[config.mk]
export PLATFORM = sky130hd
export DESIGN_NAME = cwd_decoder
export DESIGN_NICKNAME = d
export VERILOG_FILES = /design/src/hdl/cwd_postscale.v /design/src/hdl/cwd_decoder.v
export VERILOG_INCLUDE_DIRS = /design/src /design/src/shared
export SDC_FILE = /design/constraint.sdc
export NUM_CORES = 1
export LEC_CHECK = 0
export ABC_CLOCK_PERIOD_IN_PS = 4480
export BUFFER_PORTS_ARGS = -buffer_cell sky130_fd_sc_hd__buf_2
export CAP_MARGIN = 20
export CORE_UTILIZATION = 45
export CTS_BUF_LIST = sky130_fd_sc_hd__clkbuf_8
export DETAILED_ROUTE_END_ITERATION = 6
export HOLD_SLACK_MARGIN = 0.08
export PLACE_DENSITY = 0.74
export SLEW_MARGIN = 0
export SYNTH_ARGS = -nofsm -noshare
export SYNTH_HDL_FRONTEND = slang
export SYNTH_SLANG_ARGS = --single-unit
[constraint.sdc]
create_clock -name I_REF_CLK -period 4.48 [get_ports I_REF_CLK]
set_input_delay 0.224 -clock I_REF_CLK [delete_from_list [all_inputs] [get_ports I_REF_CLK]]
set_output_delay 0.224 -clock I_REF_CLK [all_outputs]
set_load 0.03 [all_outputs]
[src/shared/cwd_map.vh]
// Purpose: offsets, field positions and codes of the configuration word decoder
// Assumes: byte-addressed register port, 32-bit words
// Notes: definitions only
`ifndef CWD_MAP_VH
`define CWD_MAP_VH
// =====================================================================
// register offsets (byte addresses)
`define CWD_DEBUG_WORD_OFS 8'h00
`define CWD_POWER_WORD_OFS 8'h04
`define CWD_WDOG_WORD_OFS 8'h08
`define CWD_STATUS_OFS 8'h0C
`define CWD_RUNTIME_OFS 8'h10
`define CWD_ADDR_W 8
// =====================================================================
// field positions
`define CWD_DBG_CH_HI 4
`define CWD_DBG_CH_LO 3
`define CWD_DBG_SCAN_BIT 2
`define CWD_POR_LPBOR_BIT 3
`define CWD_POR_RETDIS_BIT 2
`define CWD_POR_BOR_HI 1
`define CWD_POR_BOR_LO 0
`define CWD_WDT_EN_BIT 15
`define CWD_WDT_CLK_HI 14
`define CWD_WDT_CLK_LO 13
`define CWD_WDT_RPS_HI 12
`define CWD_WDT_RPS_LO 8
`define CWD_WDT_WINDOW_MODE_DISABLE_BIT 7
`define CWD_WDT_WSZ_HI 6
`define CWD_WDT_WSZ_LO 5
`define CWD_WDT_SPS_HI 4
`define CWD_WDT_SPS_LO 0
// runtime register bits
`define CWD_RT_SBOR_BIT 0
`define CWD_RT_RETENTION_RUNTIME_ENABLE_BIT 1
`define CWD_RT_SLEEP_BIT 2
// =====================================================================
// codes
`define CWD_BOR_ALWAYS 2'h3
`define CWD_BOR_RUN_ONLY 2'h2
`define CWD_BOR_SOFT 2'h1
`define CWD_BOR_OFF 2'h0
`define CWD_CLK_LOW_POWER_RC_OSCILLATOR 2'h3
`define CWD_CLK_FAST 2'h2
`define CWD_CLK_RSVD 2'h1
`define CWD_CLK_SYS 2'h0
`define CWD_PS_MAX 5'h14
`define CWD_WORD_RESET 32'hFFFFFFFF
`endif

[src/hdl/cwd_postscale.v]
// Purpose: turn a five-bit postscale code into a one-hot divide ratio
// Assumes: ratio = 2**code, codes at or above 10100 saturate at 2**20
// Notes: purely combinational
`timescale 1ns/1ps
`default_nettype none
`include "cwd_map.vh"
module cwd_postscale (
    input wire [4:0] i_code,
    output wire [20:0] o_ratio_onehot
);
    // =================================================================
    // decode
    wire [4:0] code_sat;
    assign code_sat = (i_code >= `CWD_PS_MAX) ? `CWD_PS_MAX : i_code;
    genvar g;
    generate
        for (g = 0; g < 21; g = g + 1) begin : g_bit
            // widen the code rather than cut the loop index
            assign o_ratio_onehot[g] = ({27'h0000000, code_sat} == g);
        end
    endgenerate
endmodule // cwd_postscale
`default_nettype wire

[src/hdl/cwd_decoder.v]
// Purpose: capture the three configuration words and decode static controls
// Assumes: words arrive on plain inputs, steady while reset is high
// Notes: words are read back over a simple register port
// Operation
// - debug channel 11/10/01 picks pin pair one/two/three, 00 none
// - debug word bit 2 enables the boundary-scan port
// - power word bit 3 enables low-power brown-out while main one off
// - power word bit 2 clear enables retention regulator, runtime-gated in sleep
// - brown-out field 11 keeps reset always on, software bit ignored
// - field 10 enables reset only while running, software bit ignored
// - field 01 follows software bit; 00 disables regardless
// - watchdog word bit 15 enables the watchdog
// - run clock field 11 low-power RC, 10 fast RC, 00 system, 01 reserved
// - run postscale ratio is two to the code, saturating at 2**20
// - sleep postscale uses the same encoding, saturating at 2**20
// - bit 7 set disables windowed mode, clear enables it
// - window field 11/10/01/00 gives 25/37.5/50/75 percent
// - in sleep the watchdog always runs from the low-power RC
//
// Decided for this implementation: the address-and-strobe port and the register addresses.
`timescale 1ns/1ps
`default_nettype none
`include "cwd_map.vh"
module cwd_decoder (
    input wire I_REF_CLK,
    input wire I_RST,
    input wire [31:0] i_debug_word,
    input wire [31:0] i_power_word,
    input wire [31:0] i_wdog_word,
    input wire i_sleep,
    input wire [7:0] i_addr,
    input wire [31:0] i_wdata,
    input wire i_wr,
    input wire i_rd,
    output reg [31:0] o_rdata,
    output reg o_loaded,
    output reg o_debug_pin_pair_one,
    output reg o_debug_pin_pair_two,
    output reg o_debug_pin_pair_three,
    output reg o_scan_port_enable,
    output reg o_low_power_brownout_enable,
    output reg o_retention_regulator_on,
    output reg o_brownout_reset_enable,
    output reg o_watchdog_enable,
    output reg [1:0] o_watchdog_clock_select,
    output reg o_watchdog_clock_reserved,
    output reg [20:0] o_watchdog_ratio_onehot,
    output reg o_window_enable,
    output reg [3:0] o_window_eighths
);
    // =================================================================
    // capture, one shot after reset release
    reg [31:0] debug_reg;
    reg [31:0] power_reg;
    reg [31:0] wdog_reg;
    reg loaded_reg;
    reg [2:0] runtime_reg;
    always @(posedge I_REF_CLK or posedge I_RST) begin
        if (I_RST) begin
            debug_reg <= `CWD_WORD_RESET;
            power_reg <= `CWD_WORD_RESET;
            wdog_reg <= `CWD_WORD_RESET;
            loaded_reg <= 1'b0;
        end else if (!loaded_reg) begin
            // taken by the clock, never by the reset itself
            debug_reg <= i_debug_word;
            power_reg <= i_power_word;
            wdog_reg <= i_wdog_word;
            loaded_reg <= 1'b1;
        end
    end
    // =================================================================
    // runtime control register: software brown-out, retention, sleep
    wire sleep_now;
    assign sleep_now = i_sleep | runtime_reg[`CWD_RT_SLEEP_BIT];
    always @(posedge I_REF_CLK or posedge I_RST) begin
        if (I_RST) begin
            runtime_reg <= 3'h0;
        end else if (i_wr && i_addr == `CWD_RUNTIME_OFS) begin
            runtime_reg <= i_wdata[2:0];
        end
    end
    // =================================================================
    // field extraction
    wire [1:0] dbg_ch;
    wire [1:0] bor_pol;
    wire [1:0] run_clk;
    wire [4:0] run_ps;
    wire [4:0] slp_ps;
    wire [1:0] win_sz;
    wire [20:0] run_ratio;
    wire [20:0] slp_ratio;
    assign dbg_ch = debug_reg[`CWD_DBG_CH_HI:`CWD_DBG_CH_LO];
    assign bor_pol = power_reg[`CWD_POR_BOR_HI:`CWD_POR_BOR_LO];
    assign run_clk = wdog_reg[`CWD_WDT_CLK_HI:`CWD_WDT_CLK_LO];
    assign run_ps = wdog_reg[`CWD_WDT_RPS_HI:`CWD_WDT_RPS_LO];
    assign slp_ps = wdog_reg[`CWD_WDT_SPS_HI:`CWD_WDT_SPS_LO];
    assign win_sz = wdog_reg[`CWD_WDT_WSZ_HI:`CWD_WDT_WSZ_LO];
    cwd_postscale u_run_ps (
        .i_code(run_ps),
        .o_ratio_onehot(run_ratio)
    );
    cwd_postscale u_slp_ps (
        .i_code(slp_ps),
        .o_ratio_onehot(slp_ratio)
    );
    // =================================================================
    // decode next values
    reg bor_next;
    reg [3:0] win_next;
    always @* begin
        case (bor_pol)
            `CWD_BOR_ALWAYS: bor_next = 1'b1;
            `CWD_BOR_RUN_ONLY: bor_next = ~sleep_now;
            `CWD_BOR_SOFT: bor_next = runtime_reg[`CWD_RT_SBOR_BIT];
            default: bor_next = 1'b0;
        endcase
        case (win_sz)
            2'h3: win_next = 4'h2;
            2'h2: win_next = 4'h3;
            2'h1: win_next = 4'h4;
            default: win_next = 4'h6;
        endcase
    end
    // =================================================================
    // registered outputs; enables off, ratio 2**0, window 6 eighths until the words are in
    always @(posedge I_REF_CLK or posedge I_RST) begin
        if (I_RST) begin
            o_loaded <= 1'b0;
            o_debug_pin_pair_one <= 1'b0;
            o_debug_pin_pair_two <= 1'b0;
            o_debug_pin_pair_three <= 1'b0;
            o_scan_port_enable <= 1'b0;
            o_low_power_brownout_enable <= 1'b0;
            o_retention_regulator_on <= 1'b0;
            o_brownout_reset_enable <= 1'b0;
            o_watchdog_enable <= 1'b0;
            o_watchdog_clock_select <= 2'h0;
            o_watchdog_clock_reserved <= 1'b0;
            o_watchdog_ratio_onehot <= 21'h000001;
            o_window_enable <= 1'b0;
            o_window_eighths <= 4'h6;
        end else if (loaded_reg) begin
            o_loaded <= 1'b1;
            o_debug_pin_pair_one <= (dbg_ch == 2'h3);
            o_debug_pin_pair_two <= (dbg_ch == 2'h2);
            o_debug_pin_pair_three <= (dbg_ch == 2'h1);
            o_scan_port_enable <= debug_reg[`CWD_DBG_SCAN_BIT];
            // low-power detector only covers the gap left by the main one
            o_low_power_brownout_enable <= power_reg[`CWD_POR_LPBOR_BIT] & ~bor_next;
            o_retention_regulator_on <= ~power_reg[`CWD_POR_RETDIS_BIT] & sleep_now
                & runtime_reg[`CWD_RT_RETENTION_RUNTIME_ENABLE_BIT];
            o_brownout_reset_enable <= bor_next;
            o_watchdog_enable <= wdog_reg[`CWD_WDT_EN_BIT];
            o_watchdog_clock_select <= sleep_now ? `CWD_CLK_LOW_POWER_RC_OSCILLATOR : run_clk;
            o_watchdog_clock_reserved <= ~sleep_now & (run_clk == `CWD_CLK_RSVD);
            o_watchdog_ratio_onehot <= sleep_now ? slp_ratio : run_ratio;
            o_window_enable <= ~wdog_reg[`CWD_WDT_WINDOW_MODE_DISABLE_BIT];
            o_window_eighths <= win_next;
        end
    end
    // =================================================================
    // read port; unmapped reads return zero
    always @(posedge I_REF_CLK or posedge I_RST) begin
        if (I_RST) begin
            o_rdata <= 32'h00000000;
        end else if (i_rd) begin
            case (i_addr)
                `CWD_DEBUG_WORD_OFS: o_rdata <= debug_reg;
                `CWD_POWER_WORD_OFS: o_rdata <= power_reg;
                `CWD_WDOG_WORD_OFS: o_rdata <= wdog_reg;
                `CWD_STATUS_OFS: o_rdata <= {30'h0, o_brownout_reset_enable, loaded_reg};
                `CWD_RUNTIME_OFS: o_rdata <= {29'h0, runtime_reg};
                default: o_rdata <= 32'h00000000;
            endcase
        end else begin
            o_rdata <= 32'h00000000;
        end
    end
endmodule // cwd_decoder
`default_nettype wire

---- Word-level counts from Yosys, hierarchy flattened ----
Cells that the tools add are included.
word-level totals
  bits in registers ....................... 170
  input port bits ......................... 141
  output and inout bits ................... 70
  logic and storage cells ................. 97
cells by class
  order comparisons ....................... 2
  eq/ne operators ......................... 54
  mux-type cells .......................... 8
  bitwise gates (word level) .............. 9
  reduce and logical (&&, ||, !) cells .... 4
operators by type and width
  operator                                                                count
  32-bit one-hot mux with 5 select lines                                  1
  5-bit by 4-bit equality test with 1-bit output (second input constant)  16
  5-bit equality test (second input constant)                             10
  5-bit by 3-bit equality test with 1-bit output (second input constant)  8
  32-bit two-way mux                                                      1
  21-bit two-way mux                                                      1
  5-bit by 2-bit equality test with 1-bit output (second input constant)  4
  8-bit by 4-bit equality test with 1-bit output (second input constant)  2
  2-bit equality test (second input constant)                             6
  5-bit by 1-bit equality test with 1-bit output (second input constant)  2
  5-bit >= comparator (second input constant)                             2
  5-bit logical NOT                                                       2
  5-bit two-way mux                                                       2
  3-bit one-hot mux with 3 select lines                                   1
  2-bit by 1-bit equality test with 1-bit output (second input constant)  4
  8-bit by 3-bit equality test with 1-bit output (second input constant)  1
  8-bit by 5-bit equality test with 1-bit output (second input constant)  1
  8-bit logical NOT                                                       1
  1-bit AND                                                               4
  1-bit NOT                                                               4
  1-bit one-hot mux with 3 select lines                                   1
  2-bit two-way mux                                                       1
  1-bit logical AND                                                       1
  1-bit OR                                                                1

---- Depth between registers and ports, before layout ----
  depth in word-level cells ............... 5
  gate-level depth with buffers ........... 6

---- By module ----
Synthesis repeated with hierarchy kept, for this count alone.
unflattened totals
  cells, all modules ...................... 617
  area, all modules ....................... 7444.6 um^2
by module, submodules not included
  module         instances  cells each  area an instance (um^2)
  cwd_decoder    1          559         7099.3
  cwd_postscale  2          29          172.7

---- Worst setup path before layout ----
No wires, ideal clock.
  kind .................................... register -> register
  start ................................... reg wdog_reg[12]
  end ..................................... reg o_watchdog_ratio_onehot[16]
  library setup time ...................... 0.078 ns
  arrival ................................. 1.346 ns
  required time ........................... 4.402 ns
  path slack .............................. 3.056 ns
  stages on the path, launching flop included .. 5
  clock period less this slack ............ 1.424 ns
  cell sequence ........................... dfstp_2 or3b_2 a21oi_1 nand2_1 o2bb2ai_1
between the ends
  longest elaborated chain between the ends .. 4
ends and longest elaborated chain
  what                                  RTL line            text
  start: declaration                    cwd_decoder.v:55    reg [31:0] wdog_reg;
  start signal: assignment              cwd_decoder.v:62    wdog_reg <= `CWD_WORD_RESET;
  start signal: assignment              cwd_decoder.v:68    wdog_reg <= i_wdog_word;
  5-bit >= comparator (no source line)  -
  5-bit two-way mux *                   cwd_postscale.v:14  assign code_sat = (i_code >= `CWD_PS_MAX) ? `CWD_PS_MAX : i_code;
  5-bit equality test *                 cwd_postscale.v:19  assign o_ratio_onehot[g] = ({27'h0000000, code_sat} == g);
  21-bit two-way mux *                  cwd_decoder.v:157   o_watchdog_ratio_onehot <= sleep_now ? slp_ratio : run_ratio;
  end signal: assignment                cwd_decoder.v:157
  end: declaration                      cwd_decoder.v:47    output reg [20:0] o_watchdog_ratio_onehot,
Mark *: on every way between the ends. The rest lies on a longest branch, timed or not.
A chain may end at the register's enable or synchronous reset.

==> results.yml <==
worst_setup_path:
  critical_path_peak_fanout: 61
  cp_cell_sequence: "inv_1 -> a21oi_1 -> nand2_1 -> o2bb2ai_1"
  crit_path_capture_type: "register"
  crit_path_start_kind: "register"
  worstRegToRegCells: 4
  category_of_the_most_critical_setup_path: "register to register"
  worst_path_required_ps: 4850
  critical_path_arrival_ps: 2720
  cp_slowest_cell: "sky130_fd_sc_hd__dfrtp_4"
  crit_path_max_incr_delay_ps: 910
routing:
  drt_drc_violations_left: 0
  vias_per_cell: 5.01
  drt_initial_violations: 237
  routed_wire_length_um: 17100
  wl_per_cell_um: 16.3
  drt_pass1_iterations: 4
  total_via_count_in_the_routed_design: 5250
  detail-route-antenna-nets: 0
global_routing:
  grt_overflow: 0
  gr-usage-all-layers_pct: 21.8
  wire_length_of_the_first_global_routing_pass_um: 27200
  largest_net_degree_at_the_start_of_global_routing: 170
  number_of_antenna_violations_at_the_first_check_in_global_routing: 0
  grt_pass1_vias: 5518
yosys:
  synth.ff_latch_count: 169
  synth_top_flop_cell: "sky130_fd_sc_hd__dfstp_2"
  post_synthesis_cell_type_count: 40
  synthesis.yosys.warnings: 0
  synth-edff-count: 0
  syn_area_per_cell_um2: 12.9
  synthArstFlopShare_pct: 100
  syn_area_mm2: 0.00715
  netlist_instances: 555
  yosysSeqAreaShare_pct: 60.9
  syn-num-nets: 696
sta:
  fin_crit_ps: 2350
  final_max_slew_viol_count: 0
  hold_viol_final: 0
  fin_ws_ps: 2130
  setup-violations-final: 0
  tightest_slew_ps: 982
  clock-skew-final_ps: 12.2
  totalNegativeSetupSlack_ps: 0
  hold-worst-slack_ps: 126
  relSlewSlack_pct: 34.5
  fmax_mhz: 425
  fin_crit_sh_pct: 52.5
  rsz_0062_raised_after_global_routing: "no"
placed_design:
  post-place-ws_ps: 2170
  hpwl_um: 10600
  gpl.final_weighted_congestion: 0.764
  placement.cell_area_mm2: 0.00820
  io_buffer_count: 180
clock_tree:
  clk_transition_reported_paths_ps: 90
  clock_tree.htree_level_count: 4
  clk_latency_ps: 460
  tritoncts_clock_tree: "yes"
  cts_hold_buffers: 100
  numCtsBuffers: 17
  clk_path_buf_depth: 2
  cts_sinks: 169
  post_cts_buffers: 0
  clock-root-buffer: "sky130_fd_sc_hd__clkbuf_8"
  cts-resized-gates: 0
floorplan:
  ios: 211
  rows: 45
  die_width_um: 128
  fp.coreArea_mm2: 0.0154
  initial_utilization_pct: 46.5
  overall_die_height_um: 128
  area_of_the_die_mm2: 0.0164
worst_hold_path:
  min_path_cells: 3
  hp-class: "primary input to register"
final_layout:
  layout.cells.most_common: "sky130_fd_sc_hd__buf_2"
  drive_gt1_share_pct: 51.1
  num-nets-final: 964
  mostFrequentLayoutCells: "sky130_fd_sc_hd__buf_2, sky130_fd_sc_hd__dlygate4sd3_1, sky130_fd_sc_hd__dfstp_2"
  stdcell_area_mm2: 0.00965
  num_antenna_cells: 0
  syn_to_final_growth_pct: 34.9
  postLayoutCoreUtil_pct: 62.8
power_and_ir_drop:
  cellPowerDensity_mw_per_mm2: 362
  ir_worst_vdd_v: 0.000227
  leakage_uw: 0.00442
outcome:
  run_status: "finished clean"
run:
  drv.max_cap_violation_count: 0
critical path: cells and delay by family (launching register included):
kind / cells / cell delay (ps)
DFF: 1 / 910
buffers and inverters: 1 / 660
AOI/OAI and AO/OA: 2 / 540
and+or+nand+nor: 1 / 140
cells by family after synthesis:
family | count (synthesis) | share of synthesized area [%]
mux | 130 | 19.9
buf+inv | 50 | 3.24
simple gates | 112 | 7.21
flops | 169 | 60.9
other cells | 2 | 0.105
compound gates | 92 | 8.71
through the flow:
stage	total power, µW	instances
after CTS	3520	1047
after detailed placement	2260	915
final	3490	1047
after floorplan	2100	555
after global routing	3650	1047
after global placement	2230	915
cell type report:
class	count	area [µm²]
fill	1173	5720
sequential	169	4360
multi-input combinational	336	2570
timing repair buffer	284	1940
tap	211	264
clock buffer	17	234
clock inverter	15	214
inverter	15	60.1
power by group:
part,switching [µW],internal (µW),total (µW)
Sequential,86.6,1710,1790
Combinational,255,252,507
Clock,570,622,1190
Total,912,2580,3490
metal layers:
layer	GRT usage [%]	routed length, µm	vias up
li1	-	-	2469
met1	27.7	7490	2596
met2	36.1	8440	147
met3	4.01	649	38
met4	10.4	522	0
met5	0	0	-
cells in the mapped netlist, drive strengths merged, types with 5 or more instances:
cell      n  share of area, %
o2bb2ai  25               3.1
inv      15              0.79
dfstp    99                36
dfrtp    70                24
a21oi    40               2.8
mux2i    35               4.9
nor2     72               3.8
buf      23               1.8
nand3     5              0.63
clkbuf   12              0.63
nand2    18              0.94
o21ai    14               1.0
mux2     95                15
path summary, 6_finish.rpt:
kind | start | endpoint | slack, ps
worst max-delay path | loaded_reg$_DFF_PP0_ | o_watchdog_ratio_onehot[16]$_DFFE_PP0P_ | 2130
worst min-delay path | i_rd | o_rdata[1]$_DFF_PP0_ | 130
worst max register to register | loaded_reg$_DFF_PP0_ | o_watchdog_ratio_onehot[16]$_DFFE_PP0P_ | 2130
worst min register to register | o_watchdog_ratio_onehot[4]$_DFFE_PP0P_ | o_watchdog_ratio_onehot[4]$_DFFE_PP0P_ | 490
max in group asynchronous | I_RST | loaded_reg$_DFF_PP0_ | 3210
min in group asynchronous | I_RST | o_rdata[20]$_DFF_PP0_ | 590
Note: power is estimated with default switching activity, not from simulation.
